File: config.mk
export PLATFORM = sky130hd
export DESIGN_NAME = sprt_serial_port
export DESIGN_NICKNAME = d
export VERILOG_FILES = /design/src/hw/sprt_pkg.sv /design/src/hw/sprt_serial_port.sv
export SDC_FILE = /design/constraint.sdc
export NUM_CORES = 1
export LEC_CHECK = 0
export BUFFER_PORTS_ARGS = -buffer_cell sky130_fd_sc_hd__buf_2
export CORE_ASPECT_RATIO = 0.9
export CORE_MARGIN = 3
export CORE_UTILIZATION = 40
export DETAILED_ROUTE_END_ITERATION = 7
export GPL_TIMING_DRIVEN = 0
export PLACE_DENSITY = 0.62
export RECOVER_POWER = 25
export SLEW_MARGIN = 30
export SYNTH_ARGS = -nofsm -noshare
export SYNTH_HDL_FRONTEND = slang
export SYNTH_SLANG_ARGS = --single-unit
File: constraint.sdc
create_clock -name i_core_clk -period 4.6 [get_ports i_core_clk]
set_clock_uncertainty 0.05 [all_clocks]
set_input_delay 0.46 -clock i_core_clk [delete_from_list [all_inputs] [get_ports i_core_clk]]
set_output_delay 0.46 -clock i_core_clk [all_outputs]
set_load 0.02 [all_outputs]
File: src/hw/sprt_pkg.sv
// package of constants and enumerations for the serial port block
// assumes a single core clock; no register bus, control bits are ports
// What this block does
// - async receiver detects start, shifts, checks frame
// - full flag set at frame end gives overrun
// - parity mismatch flags error, still delivers data
// - stop bit low flags framing, delivers data
// - clean character delivered, full flag set, irq
// - errored character leaves full flag unchanged
// - reception halts while any error flag set
// - overrun discards data, all detected flags set
// - reading data clears the full flag
// - sync character is eight bits, lsb first
// - drive on falling edge, sample on rising
// - transmit line holds msb after last bit
// - internal clock gives eight pulses, idles high
// - clock source chosen by mode and enables
// - pending data loaded, empty flag set, irq
// - at bit seven pending data continues seamlessly
// - nothing pending sets end flag, holds levels
// - transmit start blocked while error flags set
// - sync overrun keeps full flag, discards data
// - double-buffered transmit and receive, tx start gated by rx error flags
// - async frame start, data, parity, stop
// - sixteen base ticks per bit, sample eighth
package sprt_pkg;

  localparam int unsigned DATA_BITS     = 8;
  localparam logic [2:0]  LAST_BIT_IDX  = 3'h7;
  localparam logic [3:0]  SAMPLE_TICK   = 4'h7;
  localparam logic [7:0]  RST_DATA      = 8'h00;
  localparam logic        RST_TX_EMPTY  = 1'b1;
  localparam logic        RST_TX_END    = 1'b1;
  localparam logic        RST_LINE      = 1'b1;

  typedef enum logic [3:0] {
    SPRT_A_IDLE  = 4'h1,
    SPRT_A_START = 4'h2,
    SPRT_A_DATA  = 4'h4,
    SPRT_A_STOP  = 4'h8
  } sprt_arx_t;

endpackage : sprt_pkg

File: src/hw/sprt_serial_port.sv
// serial port: asynchronous receiver plus clocked synchronous
// transmitter and receiver, with status flags and request levels
// assumes pins and control inputs are synchronous to i_core_clk
`timescale 1ns/1ps
`default_nettype none

module sprt_serial_port
  import sprt_pkg::*;
#(
  parameter int unsigned DIV_W = 16
) (
  input  wire logic             i_core_clk,          // core clock
  input  wire logic             i_arst_n,            // async reset
  input  wire logic             i_sync_mode,         // 1 clocked sync
  input  wire logic             i_clk_enable_hi,     // 1 external clock
  input  wire logic             i_rx_enable,         // receiver on
  input  wire logic             i_tx_enable,         // transmitter on
  input  wire logic             i_parity_en,         // async parity on
  input  wire logic             i_parity_odd,        // 1 odd parity
  input  wire logic             i_rx_irq_enable,     // rx requests on
  input  wire logic             i_tx_irq_enable,     // tx empty req on
  input  wire logic             i_tx_end_irq_enable, // tx end req on
  input  wire logic [DIV_W-1:0] i_baud_div,          // tick period - 1
  input  wire logic             i_rxd,               // receive line
  input  wire logic             i_sck,               // serial clk pin in
  input  wire logic             i_tx_wr,             // write tx data
  input  wire logic [7:0]       i_tx_data,           // tx data
  input  wire logic             i_rx_rd,             // read rx data
  input  wire logic             i_clr_overrun,       // clear overrun
  input  wire logic             i_clr_framing,       // clear framing
  input  wire logic             i_clr_parity,        // clear parity
  input  wire logic             i_clr_rx_full,       // clear rx full
  output logic                  o_txd,               // transmit line
  output logic                  o_sck,               // serial clk out
  output logic                  o_sck_oe,            // serial clk drive
  output logic [7:0]            o_rx_data,           // rx data reg
  output logic                  o_rx_full_flag,      // rx full
  output logic                  o_overrun_flag,      // overrun
  output logic                  o_framing_err_flag,  // framing error
  output logic                  o_parity_err_flag,   // parity error
  output logic                  o_tx_empty_flag,     // tx data empty
  output logic                  o_tx_end_flag,       // tx ended
  output logic                  o_rx_full_irq,       // rx full request
  output logic                  o_rx_error_irq,      // error request
  output logic                  o_tx_empty_irq,      // tx empty request
  output logic                  o_tx_end_irq         // tx end request
);

  if (DIV_W < 1 || DIV_W > 24) begin : g_bad_div
    $error("DIV_W must lie between 1 and 24");
  end

  typedef struct packed {
    logic [DIV_W-1:0] div_cnt;
    logic             sck_prev;
    logic             rxd_prev;
    logic             sck_out;
    logic             sck_oe;
    sprt_arx_t        ast;
    logic [3:0]       acnt;
    logic [2:0]       abit;
    logic [7:0]       arsr;
    logic             apar;
    logic             apar_due;
    logic [7:0]       tx_data_reg;
    logic [7:0]       tx_shift_reg;
    logic             txd;
    logic             tx_active;
    logic             tx_last;
    logic [2:0]       tcnt;
    logic [7:0]       srsr;
    logic [2:0]       scnt;
    logic [7:0]       rx_data_reg;
    logic             rx_full;
    logic             ovr;
    logic             fe;
    logic             pe;
    logic             tx_empty;
    logic             tx_end;
    logic             irq_rxf;
    logic             irq_err;
    logic             irq_txe;
    logic             irq_tx_end_flag;
  } sprt_state_t;

  sprt_state_t st_reg;
  sprt_state_t st_next;

  // character completion shared by both receive modes
  function automatic sprt_state_t sprt_rx_done(
    input sprt_state_t s,
    input logic [7:0]  d,
    input logic        f,
    input logic        p
  );
    sprt_state_t t;
    t = s;
    t.fe = s.fe | f;
    t.pe = s.pe | p;
    if (s.rx_full) begin
      t.ovr = 1'b1;
    end else begin
      t.rx_data_reg = d;
      if (!(f | p)) begin
        t.rx_full = 1'b1;
      end
    end
    return t;
  endfunction : sprt_rx_done

  logic       err_any;
  logic       internal_clk;
  logic       tick;
  logic       base_tick;
  logic       ext_rise;
  logic       ext_fall;
  logic       tx_start_ok;
  logic       want_clk;
  logic       fall;
  logic       rise;
  logic [7:0] rx_word;
  logic       par_bad;

  always_comb begin
    st_next      = st_reg;
    err_any      = st_reg.ovr | st_reg.fe | st_reg.pe;
    internal_clk = !i_clk_enable_hi;
    tick         = (st_reg.div_cnt == i_baud_div);
    ext_rise     = i_sck & !st_reg.sck_prev;
    ext_fall     = !i_sck & st_reg.sck_prev;
    base_tick    = internal_clk ? tick : ext_rise;
    rx_word      = 8'h00;
    par_bad      = 1'b0;

    st_next.div_cnt  = tick ? '0 : DIV_W'(st_reg.div_cnt + 1'b1);
    st_next.sck_prev = i_sck;
    st_next.rxd_prev = i_rxd;

    // software clears go first so a same-cycle hardware set wins
    if (i_rx_rd || i_clr_rx_full) begin
      st_next.rx_full = 1'b0;
    end
    if (i_clr_overrun) begin
      st_next.ovr = 1'b0;
    end
    if (i_clr_framing) begin
      st_next.fe = 1'b0;
    end
    if (i_clr_parity) begin
      st_next.pe = 1'b0;
    end

    // synchronous clock: internal one only runs while work is wanted
    tx_start_ok = i_tx_enable && !st_reg.tx_empty && !err_any
                  && !st_reg.tx_active;
    want_clk    = (st_reg.tx_active && !st_reg.tx_last) || tx_start_ok
                  || (i_rx_enable && !i_tx_enable && !err_any);
    fall = i_sync_mode
           && (internal_clk ? (tick && st_reg.sck_out && want_clk)
                            : ext_fall);
    rise = i_sync_mode
           && (internal_clk ? (tick && !st_reg.sck_out) : ext_rise);

    // a pulse, once begun, always completes, so the pin rests high
    st_next.sck_oe = i_sync_mode && internal_clk;
    if (!st_next.sck_oe || rise) begin
      st_next.sck_out = 1'b1;
    end else if (fall) begin
      st_next.sck_out = 1'b0;
    end

    // synchronous transmitter, shifting on falling edges
    if (!i_tx_enable || !i_sync_mode) begin
      st_next.tx_active = 1'b0;
      st_next.tx_last   = 1'b0;
      st_next.tcnt      = 3'h0;
      if (!i_tx_enable) begin
        st_next.tx_empty = 1'b1;
      end
      if (!i_sync_mode) begin
        st_next.txd = RST_LINE;
      end
    end else begin
      if (fall && tx_start_ok) begin
        st_next.txd          = st_reg.tx_data_reg[0];
        st_next.tx_shift_reg = {1'b0, st_reg.tx_data_reg[7:1]};
        st_next.tx_empty     = 1'b1;
        st_next.tx_end       = 1'b0;
        st_next.tx_active    = 1'b1;
        st_next.tcnt         = 3'h0;
      end else if (fall && st_reg.tx_active && !st_reg.tx_last) begin
        st_next.txd          = st_reg.tx_shift_reg[0];
        st_next.tx_shift_reg = {1'b0, st_reg.tx_shift_reg[7:1]};
        st_next.tcnt         = 3'(st_reg.tcnt + 1'b1);
        if (st_next.tcnt == LAST_BIT_IDX) begin
          // the msb now sits in txd, so the shifter is free
          if (!st_reg.tx_empty && !err_any) begin
            st_next.tx_shift_reg = st_reg.tx_data_reg;
            st_next.tx_empty     = 1'b1;
          end else begin
            st_next.tx_last = 1'b1;
            st_next.tx_end  = 1'b1;
          end
        end
      end
      if (rise && st_reg.tx_last) begin
        // txd is left alone: the line keeps the msb level
        st_next.tx_active = 1'b0;
        st_next.tx_last   = 1'b0;
      end
    end

    if (i_tx_wr) begin
      st_next.tx_data_reg = i_tx_data;
      st_next.tx_empty    = 1'b0;
    end

    // synchronous receiver, sampling on rising edges
    if (!i_rx_enable || !i_sync_mode) begin
      st_next.scnt = 3'h0;
    end else if (rise && !err_any) begin
      rx_word      = {i_rxd, st_reg.srsr[7:1]};
      st_next.srsr = rx_word;
      st_next.scnt = 3'(st_reg.scnt + 1'b1);
      if (st_reg.scnt == LAST_BIT_IDX) begin
        st_next = sprt_rx_done(st_next, rx_word, 1'b0, 1'b0);
      end
    end

    // asynchronous receiver on a sixteen-times base tick
    if (!i_rx_enable || i_sync_mode || err_any) begin
      st_next.ast = SPRT_A_IDLE;
    end else begin
      unique case (st_reg.ast)
        SPRT_A_IDLE: begin
          if (st_reg.rxd_prev && !i_rxd) begin
            st_next.ast  = SPRT_A_START;
            st_next.acnt = 4'h0;
          end
        end
        SPRT_A_START, SPRT_A_DATA, SPRT_A_STOP: begin
          if (base_tick) begin
            st_next.acnt = 4'(st_reg.acnt + 1'b1);
          end
          if (base_tick && st_reg.acnt == SAMPLE_TICK) begin
            unique case (st_reg.ast)
              SPRT_A_START: begin
                // a short glitch low is not a start bit
                st_next.ast  = i_rxd ? SPRT_A_IDLE : SPRT_A_DATA;
                st_next.abit = 3'h0;
                st_next.apar_due = 1'b0;
              end
              SPRT_A_DATA: begin
                if (st_reg.abit == LAST_BIT_IDX && st_reg.apar_due) begin
                  st_next.apar     = i_rxd;
                  st_next.apar_due = 1'b0;
                  st_next.ast      = SPRT_A_STOP;
                end else if (st_reg.abit == LAST_BIT_IDX) begin
                  // the msb is kept first; the parity sample comes next
                  st_next.arsr     = {i_rxd, st_reg.arsr[7:1]};
                  st_next.apar_due = i_parity_en;
                  st_next.ast  = i_parity_en ? SPRT_A_DATA : SPRT_A_STOP;
                end else begin
                  st_next.arsr = {i_rxd, st_reg.arsr[7:1]};
                  st_next.abit = 3'(st_reg.abit + 1'b1);
                end
              end
              default: begin
                // first stop bit decides framing; extra ones idle high
                par_bad = st_reg.apar_due ? 1'b0 :
                          ((^st_reg.arsr ^ st_reg.apar) != i_parity_odd)
                          && i_parity_en;
                st_next = sprt_rx_done(st_next, st_reg.arsr, !i_rxd,
                                       par_bad);
                st_next.ast = SPRT_A_IDLE;
              end
            endcase
          end
        end
        default: begin
          st_next.ast = SPRT_A_IDLE;
        end
      endcase
    end

    st_next.irq_rxf  = i_rx_irq_enable && st_next.rx_full;
    st_next.irq_err  = i_rx_irq_enable
                       && (st_next.ovr || st_next.fe || st_next.pe);
    st_next.irq_txe  = i_tx_irq_enable && st_next.tx_empty;
    st_next.irq_tx_end_flag = i_tx_end_irq_enable && st_next.tx_end;
  end

  always_ff @(posedge i_core_clk or negedge i_arst_n) begin
    if (!i_arst_n) begin
      st_reg              <= '0;
      st_reg.sck_prev     <= RST_LINE;
      st_reg.rxd_prev     <= RST_LINE;
      st_reg.sck_out      <= RST_LINE;
      st_reg.ast          <= SPRT_A_IDLE;
      st_reg.txd          <= RST_LINE;
      st_reg.tx_data_reg  <= RST_DATA;
      st_reg.rx_data_reg  <= RST_DATA;
      st_reg.tx_empty     <= RST_TX_EMPTY;
      st_reg.tx_end       <= RST_TX_END;
    end else begin
      st_reg <= st_next;
    end
  end

  assign o_txd              = st_reg.txd;
  assign o_sck              = st_reg.sck_out;
  assign o_sck_oe           = st_reg.sck_oe;
  assign o_rx_data          = st_reg.rx_data_reg;
  assign o_rx_full_flag     = st_reg.rx_full;
  assign o_overrun_flag     = st_reg.ovr;
  assign o_framing_err_flag = st_reg.fe;
  assign o_parity_err_flag  = st_reg.pe;
  assign o_tx_empty_flag    = st_reg.tx_empty;
  assign o_tx_end_flag      = st_reg.tx_end;
  assign o_rx_full_irq      = st_reg.irq_rxf;
  assign o_rx_error_irq     = st_reg.irq_err;
  assign o_tx_empty_irq     = st_reg.irq_txe;
  assign o_tx_end_irq       = st_reg.irq_tx_end_flag;

endmodule : sprt_serial_port

`default_nettype wire

* Word-level counts from Yosys, hierarchy flattened
Index checks and enable logic that the tools add are counted.
W data, S select, Z words.
** Cells by class
- Add/sub/neg operators :: 5
- Multiply operators :: 0
- Divide/modulo/power cells :: 0
- Order comparisons :: 0
- Equality and inequality tests :: 10
- Shifts and indexed selects :: 0
- Muxes and demuxes :: 67
- Bitwise operators :: 8
- Reductions and logical operators :: 52
** Operators by type and width (count)
- $mux W72 :: 1
- $mux W68 :: 1
- $mux W64 :: 1
- $mux W18 :: 3
- $mux W8 :: 6
- $mux W9 :: 5
- $mux W29 :: 1
- $mux W1 :: 27
- $logic_and A1 B1 Y1 :: 26
- $mux W4 :: 6
- $pmux W4 S2 :: 3
- $add A16 B1 Y16 const B :: 1
- $eq A16 B16 Y1 :: 1
- $mux W16 :: 1
- $logic_not A1 Y1 :: 13
- $mux W3 :: 4
- $mux W11 :: 1
- $logic_or A1 B1 Y1 :: 10
- $add A3 B1 Y3 const B :: 3
- $eq A3 B3 Y1 const B :: 3
- $eq A4 B3 Y1 const B :: 2
- $mux W2 :: 4
- $reduce_xor A8 Y1 :: 1
- $mux W6 :: 1
- 12 further kinds :: 17
** Word-level totals
- Register bits :: 92
- Latch bits :: 0
- Memory bits (writable) :: 0
- Memory bits (read-only) :: 0
- Input port bits :: 43
- Output and inout bits :: 21
- Memories :: 0

* Depth between registers and ports, before layout
- Depth in word-level cells :: 27
- Gate-level depth with buffers :: 8

* Worst setup path before layout
No wires, ideal clock.
- Kind :: register to register
- Start point :: register st_reg, in the netlist o_framing_err_flag
- End point :: register st_reg[60] (netlist name)
- Data arrival time :: 2112 ps
- Data required time :: 4425 ps
- Setup slack :: 2314 ps
- Cell stages (with the launch flop) :: 7
- Path buffers :: 0
- Clock period less this slack :: 2286 ps
- Cell sequence :: dfrtp_1 -> nor3_4 -> o2111ai_1 -> nor3_1 -> a21oi_2 -> nor2_2 -> mux2_2
** On the way
- Longest elaborated chain between the ends :: 4
** RTL lines
- start: declaration :: RTL line sprt_serial_port.sv:86 : sprt_state_t st_reg;
- start signal: assignment :: RTL line sprt_serial_port.sv:306 : st_reg <= st_next;
- $or A1 B1 Y1 (2 in series) :: RTL line sprt_serial_port.sv:126 : err_any = st_reg.ovr | st_reg.fe | st_reg.pe;
- $logic_or A1 B1 Y1 :: RTL line sprt_serial_port.sv:231 : if (!i_rx_enable || i_sync_mode || err_any) begin
- $mux W68 :: RTL line sprt_serial_port.sv:231
Every way passes these cells.

* Worst setup path after layout
- Start point :: register st_reg[78] (netlist name)
- End point :: register st_reg[55] (netlist name)
** On the way
- Longest elaborated chain between the ends :: 6
** RTL lines
- $eq A16 B16 Y1 :: RTL line sprt_serial_port.sv:128 : tick = (st_reg.div_cnt == i_baud_div);
- $mux W1 :: RTL line sprt_serial_port.sv:131 : base_tick = internal_clk ? tick : ext_rise;
- $logic_and A1 B1 Y1 :: RTL line sprt_serial_port.sv:245 : if (base_tick && st_reg.acnt == SAMPLE_TICK) begin
- $mux W72 :: RTL line sprt_serial_port.sv:245
- $mux W64 :: RTL line sprt_serial_port.sv:234 : unique case (st_reg.ast)
- $mux W68 :: RTL line sprt_serial_port.sv:231
Every way passes these cells.

==> results_dict.tcl <==
set metrics [dict create \
    drt_iter0_drc 250 \
    yosysSeqAreaShare_pct 46.3 \
    cts_root_buffer "clkbuf_16" \
    maxSlewViolCount 26 \
    core-area_um2 11800 \
    n_antenna_cell 0 \
    post_cts_resized 0 \
    remaining_drc_errors 0 \
    min_period_over_period_pct 59.6 \
    tritoncts "done" \
    min_period_ns 2.74 \
    startpoint_type "register" \
    finalHoldViolCount 0 \
    ant_nets 0 \
    synthFlopType "dfrtp_1" \
    cts.path.max_buffers 2 \
    track_usage_pct 16.3 \
    port_buffers 62 \
    ys_types 64 \
    synth.cell_area_um2 4940 \
    ir_worst_vdd_mv 0.276 \
    ys_seq_elements 91 \
    leakage_nw 2.68 \
    cts.htree.levels 3 \
    die_h_um 111 \
    path_cells "xnor2_1, nand4_1, nor4_2, buf_6, a21oi_2, nor2_2, mux2_2" \
    layout-drive-gt1-share_pct 30.3 \
    synth_compound_area_share_pct 10.9 \
    synth_fp_nets 518 \
    layout.nets 593 \
    synth_xor_area_share_pct 6.84 \
    crit_family "simple AND/OR/NAND/NOR gates" \
    fp.dieArea_um2 13700 \
    clkTransAtPathRegs_ns 0.07 \
    drv_cap 1 \
    fp.dieW_um 123 \
    setup_viol 0 \
    antenna_found_initial 0 \
    path_class "register to register" \
    power_density_nw_per_um2 318 \
    max_stage_delay_ns 0.62 \
    cts_buffers 9 \
    synth_mux_area_share_pct 12.8 \
    yosys.area.top_type "dfrtp_1" \
    status "finished, violations left" \
    rsz0062_at_grt "false" \
    grt_max_degree 67 \
    clk-insertion-delay-late_ns 0.34 \
    hold_buffers 1 \
    start_util_pct 42.0 \
    synthCells 467 \
    gp_congestion 0.810 \
    largest_reg_flops 70 \
    pin_count 64 \
    first_pass_iters 4 \
    vias_per_cell 5.28 \
    crit_fanout 10 \
    routedWlPerCell_um 15.3 \
    fin_setup_tns_ns 0 \
    worst_pin_slew_ns 1.55 \
    drt-total-wl_um 10700 \
    grt_pass1_wl_um 18200 \
    seqCellArea_um2 2290 \
    ys_async_sr_fraction_pct 100 \
    required_ns 4.78 \
    worst_path_max_delay_cell "nor4_2" \
    synth.area.top_cells "dfrtp_1 (43%), mux2_2 (11%), xnor2_1 (5.0%)" \
    synth-simple-area-share_pct 16.9 \
    clock-sinks 91 \
    yosysTopAreaCellShare_pct 42.5 \
    synth_top_family_by_area "simple AND/OR/NAND/NOR gates" \
    fmax_mhz 365 \
    grt_overflow 0 \
    grt_pass1_vias 3787 \
    rows 37 \
    dp_hpwl_um 7830 \
    synth_fa_ha_area_share_pct 2.03 \
    fillers 1125 \
    syn2layout_area_growth_pct 16.7 \
    min_path_type "input port to register" \
    synth-edff-count 0 \
    relSlewSlack_pct -3.08 \
    cp_num_buf_inv 1 \
    violations "max-capacitance violations, max-slew violations" \
    post_cts_buffers 0 \
    power_mw 1.83 \
    cp-end-kind "register" \
    multi_input_area_um2 2440 \
    via_count 3715 \
    worst_ep_arrival_time_ns 2.92 \
    yosys_warnings 0 \
    syn_area_per_cell_um2 10.6 \
]
[report_power, final]
group | switching (mW) | total (mW) | internal [mW]
logic | 0.0983 | 0.192 | 0.0941
clock network | 0.315 | 0.737 | 0.422
registers | 0.0455 | 0.902 | 0.857
total | 0.459 | 1.83 | 1.37
[cell type report]
type                       count  area share [%]
sequential                    91            39.6
clock buffer                  10            3.97
buffer                        22            2.43
clock inverter                 6            1.13
inverter                      18            1.17
tap                          156            3.38
timing repair buffer          64            5.94
multi-input combinational    336            42.3
[cells in the final DEF, fill, tap and decap left out, types with 3 or more instances in the layout]
| cell type | instances |
|---|---|
| ha_1 | 8 |
| nand3_1 | 13 |
| a31oi_1 | 4 |
| buf_4 | 9 |
| clkbuf_16 | 9 |
| xnor2_1 | 28 |
| dfstp_2 | 7 |
| nor3_1 | 10 |
| or3_1 | 10 |
| clkbuf_1 | 8 |
| o21ai_0 | 28 |
| nand2_1 | 29 |
| and2_1 | 9 |
| o31ai_1 | 3 |
| nor3b_1 | 3 |
| mux2i_1 | 8 |
| nand4_1 | 8 |
| buf_2 | 65 |
| inv_1 | 18 |
| dfrtp_1 | 84 |
| a21oi_1 | 19 |
| mux2_2 | 49 |
| a31o_2 | 3 |
| nand2b_1 | 6 |
| nor2_1 | 27 |
| xor2_1 | 8 |
| nor2b_1 | 8 |
| a21boi_0 | 4 |
[per-layer routing]
metal / track usage, % / routed length (um) / up-vias
met3: 3.50 / 376 / 18
met5: 0 / 0 / -
li1: - / - / 1808
met2: 25.9 / 5010 / 66
met1: 22.3 / 5140 / 1823
met4: 5.09 / 214 / 0
[synthesized netlist by cell type (8+ instances only)]
master   instances
a21oi_1         19
and2_1           9
buf_4            9
dfrtp_1         84
ha_1             8
inv_1           18
mux2_2          49
mux2i_1          8
nand2_1         29
nand3_1         13
nand4_1          8
nor2_1          27
nor2b_1          8
nor3_1          10
o21ai_0         28
or3_1           10
xnor2_1         28
xor2_1           8
[kinds of logic (layout without fill, tap and decap cells)]
group                    Yosys count  after routing
AND/OR/NAND/NOR                  149            149
flip-flops                        91             91
AO/OA/AOI/OAI                     85             85
multiplexers                      57             57
buffers and inverters             40            120
XOR/XNOR                          37             37
adder cells (fa/ha/maj)            8              8
[worst register-to-register path: stages, from the launching register on]
cell and delay (ns):
dfrtp_1 0.45, xnor2_1 0.20, nand4_1 0.15, nor4_2 0.62, buf_6 0.24, a21oi_2 0.11, nor2_2 0.42, mux2_2 0.40
[through the flow]
step	utilization (%)	instances	setup WS, ns	hold WS [ns]	cell area [um^2]
6_report	49.0	703	1.86	0.168	5770
5_1_grt	49.0	703	1.65	0.160	5770
4_1_cts	49.2	703	1.80	0.165	5790
3_5_place_dp	46.6	686	1.70	0.294	5480
3_3_place_gp	46.3	685	1.77	0.402	5450
2_1_floorplan	-	467	2.31	0.114	4940
[final timing paths]
kind	endpoint	slack, ns	startpoint	depth (start not counted)
max in group asynchronous	st_reg[74]	2.44	i_arst_n	3
worst min register to register	st_reg[33]	0.43	st_reg[32]	1
worst max-delay path	st_reg[55]	1.86	st_reg[78]	7
worst max register to register	st_reg[55]	1.86	st_reg[78]	7
min in group asynchronous	st_reg[82]	1.00	i_arst_n	2
worst min-delay path	st_reg[75]	0.17	i_sck	1
Note: power is estimated with default switching activity, not from simulation.
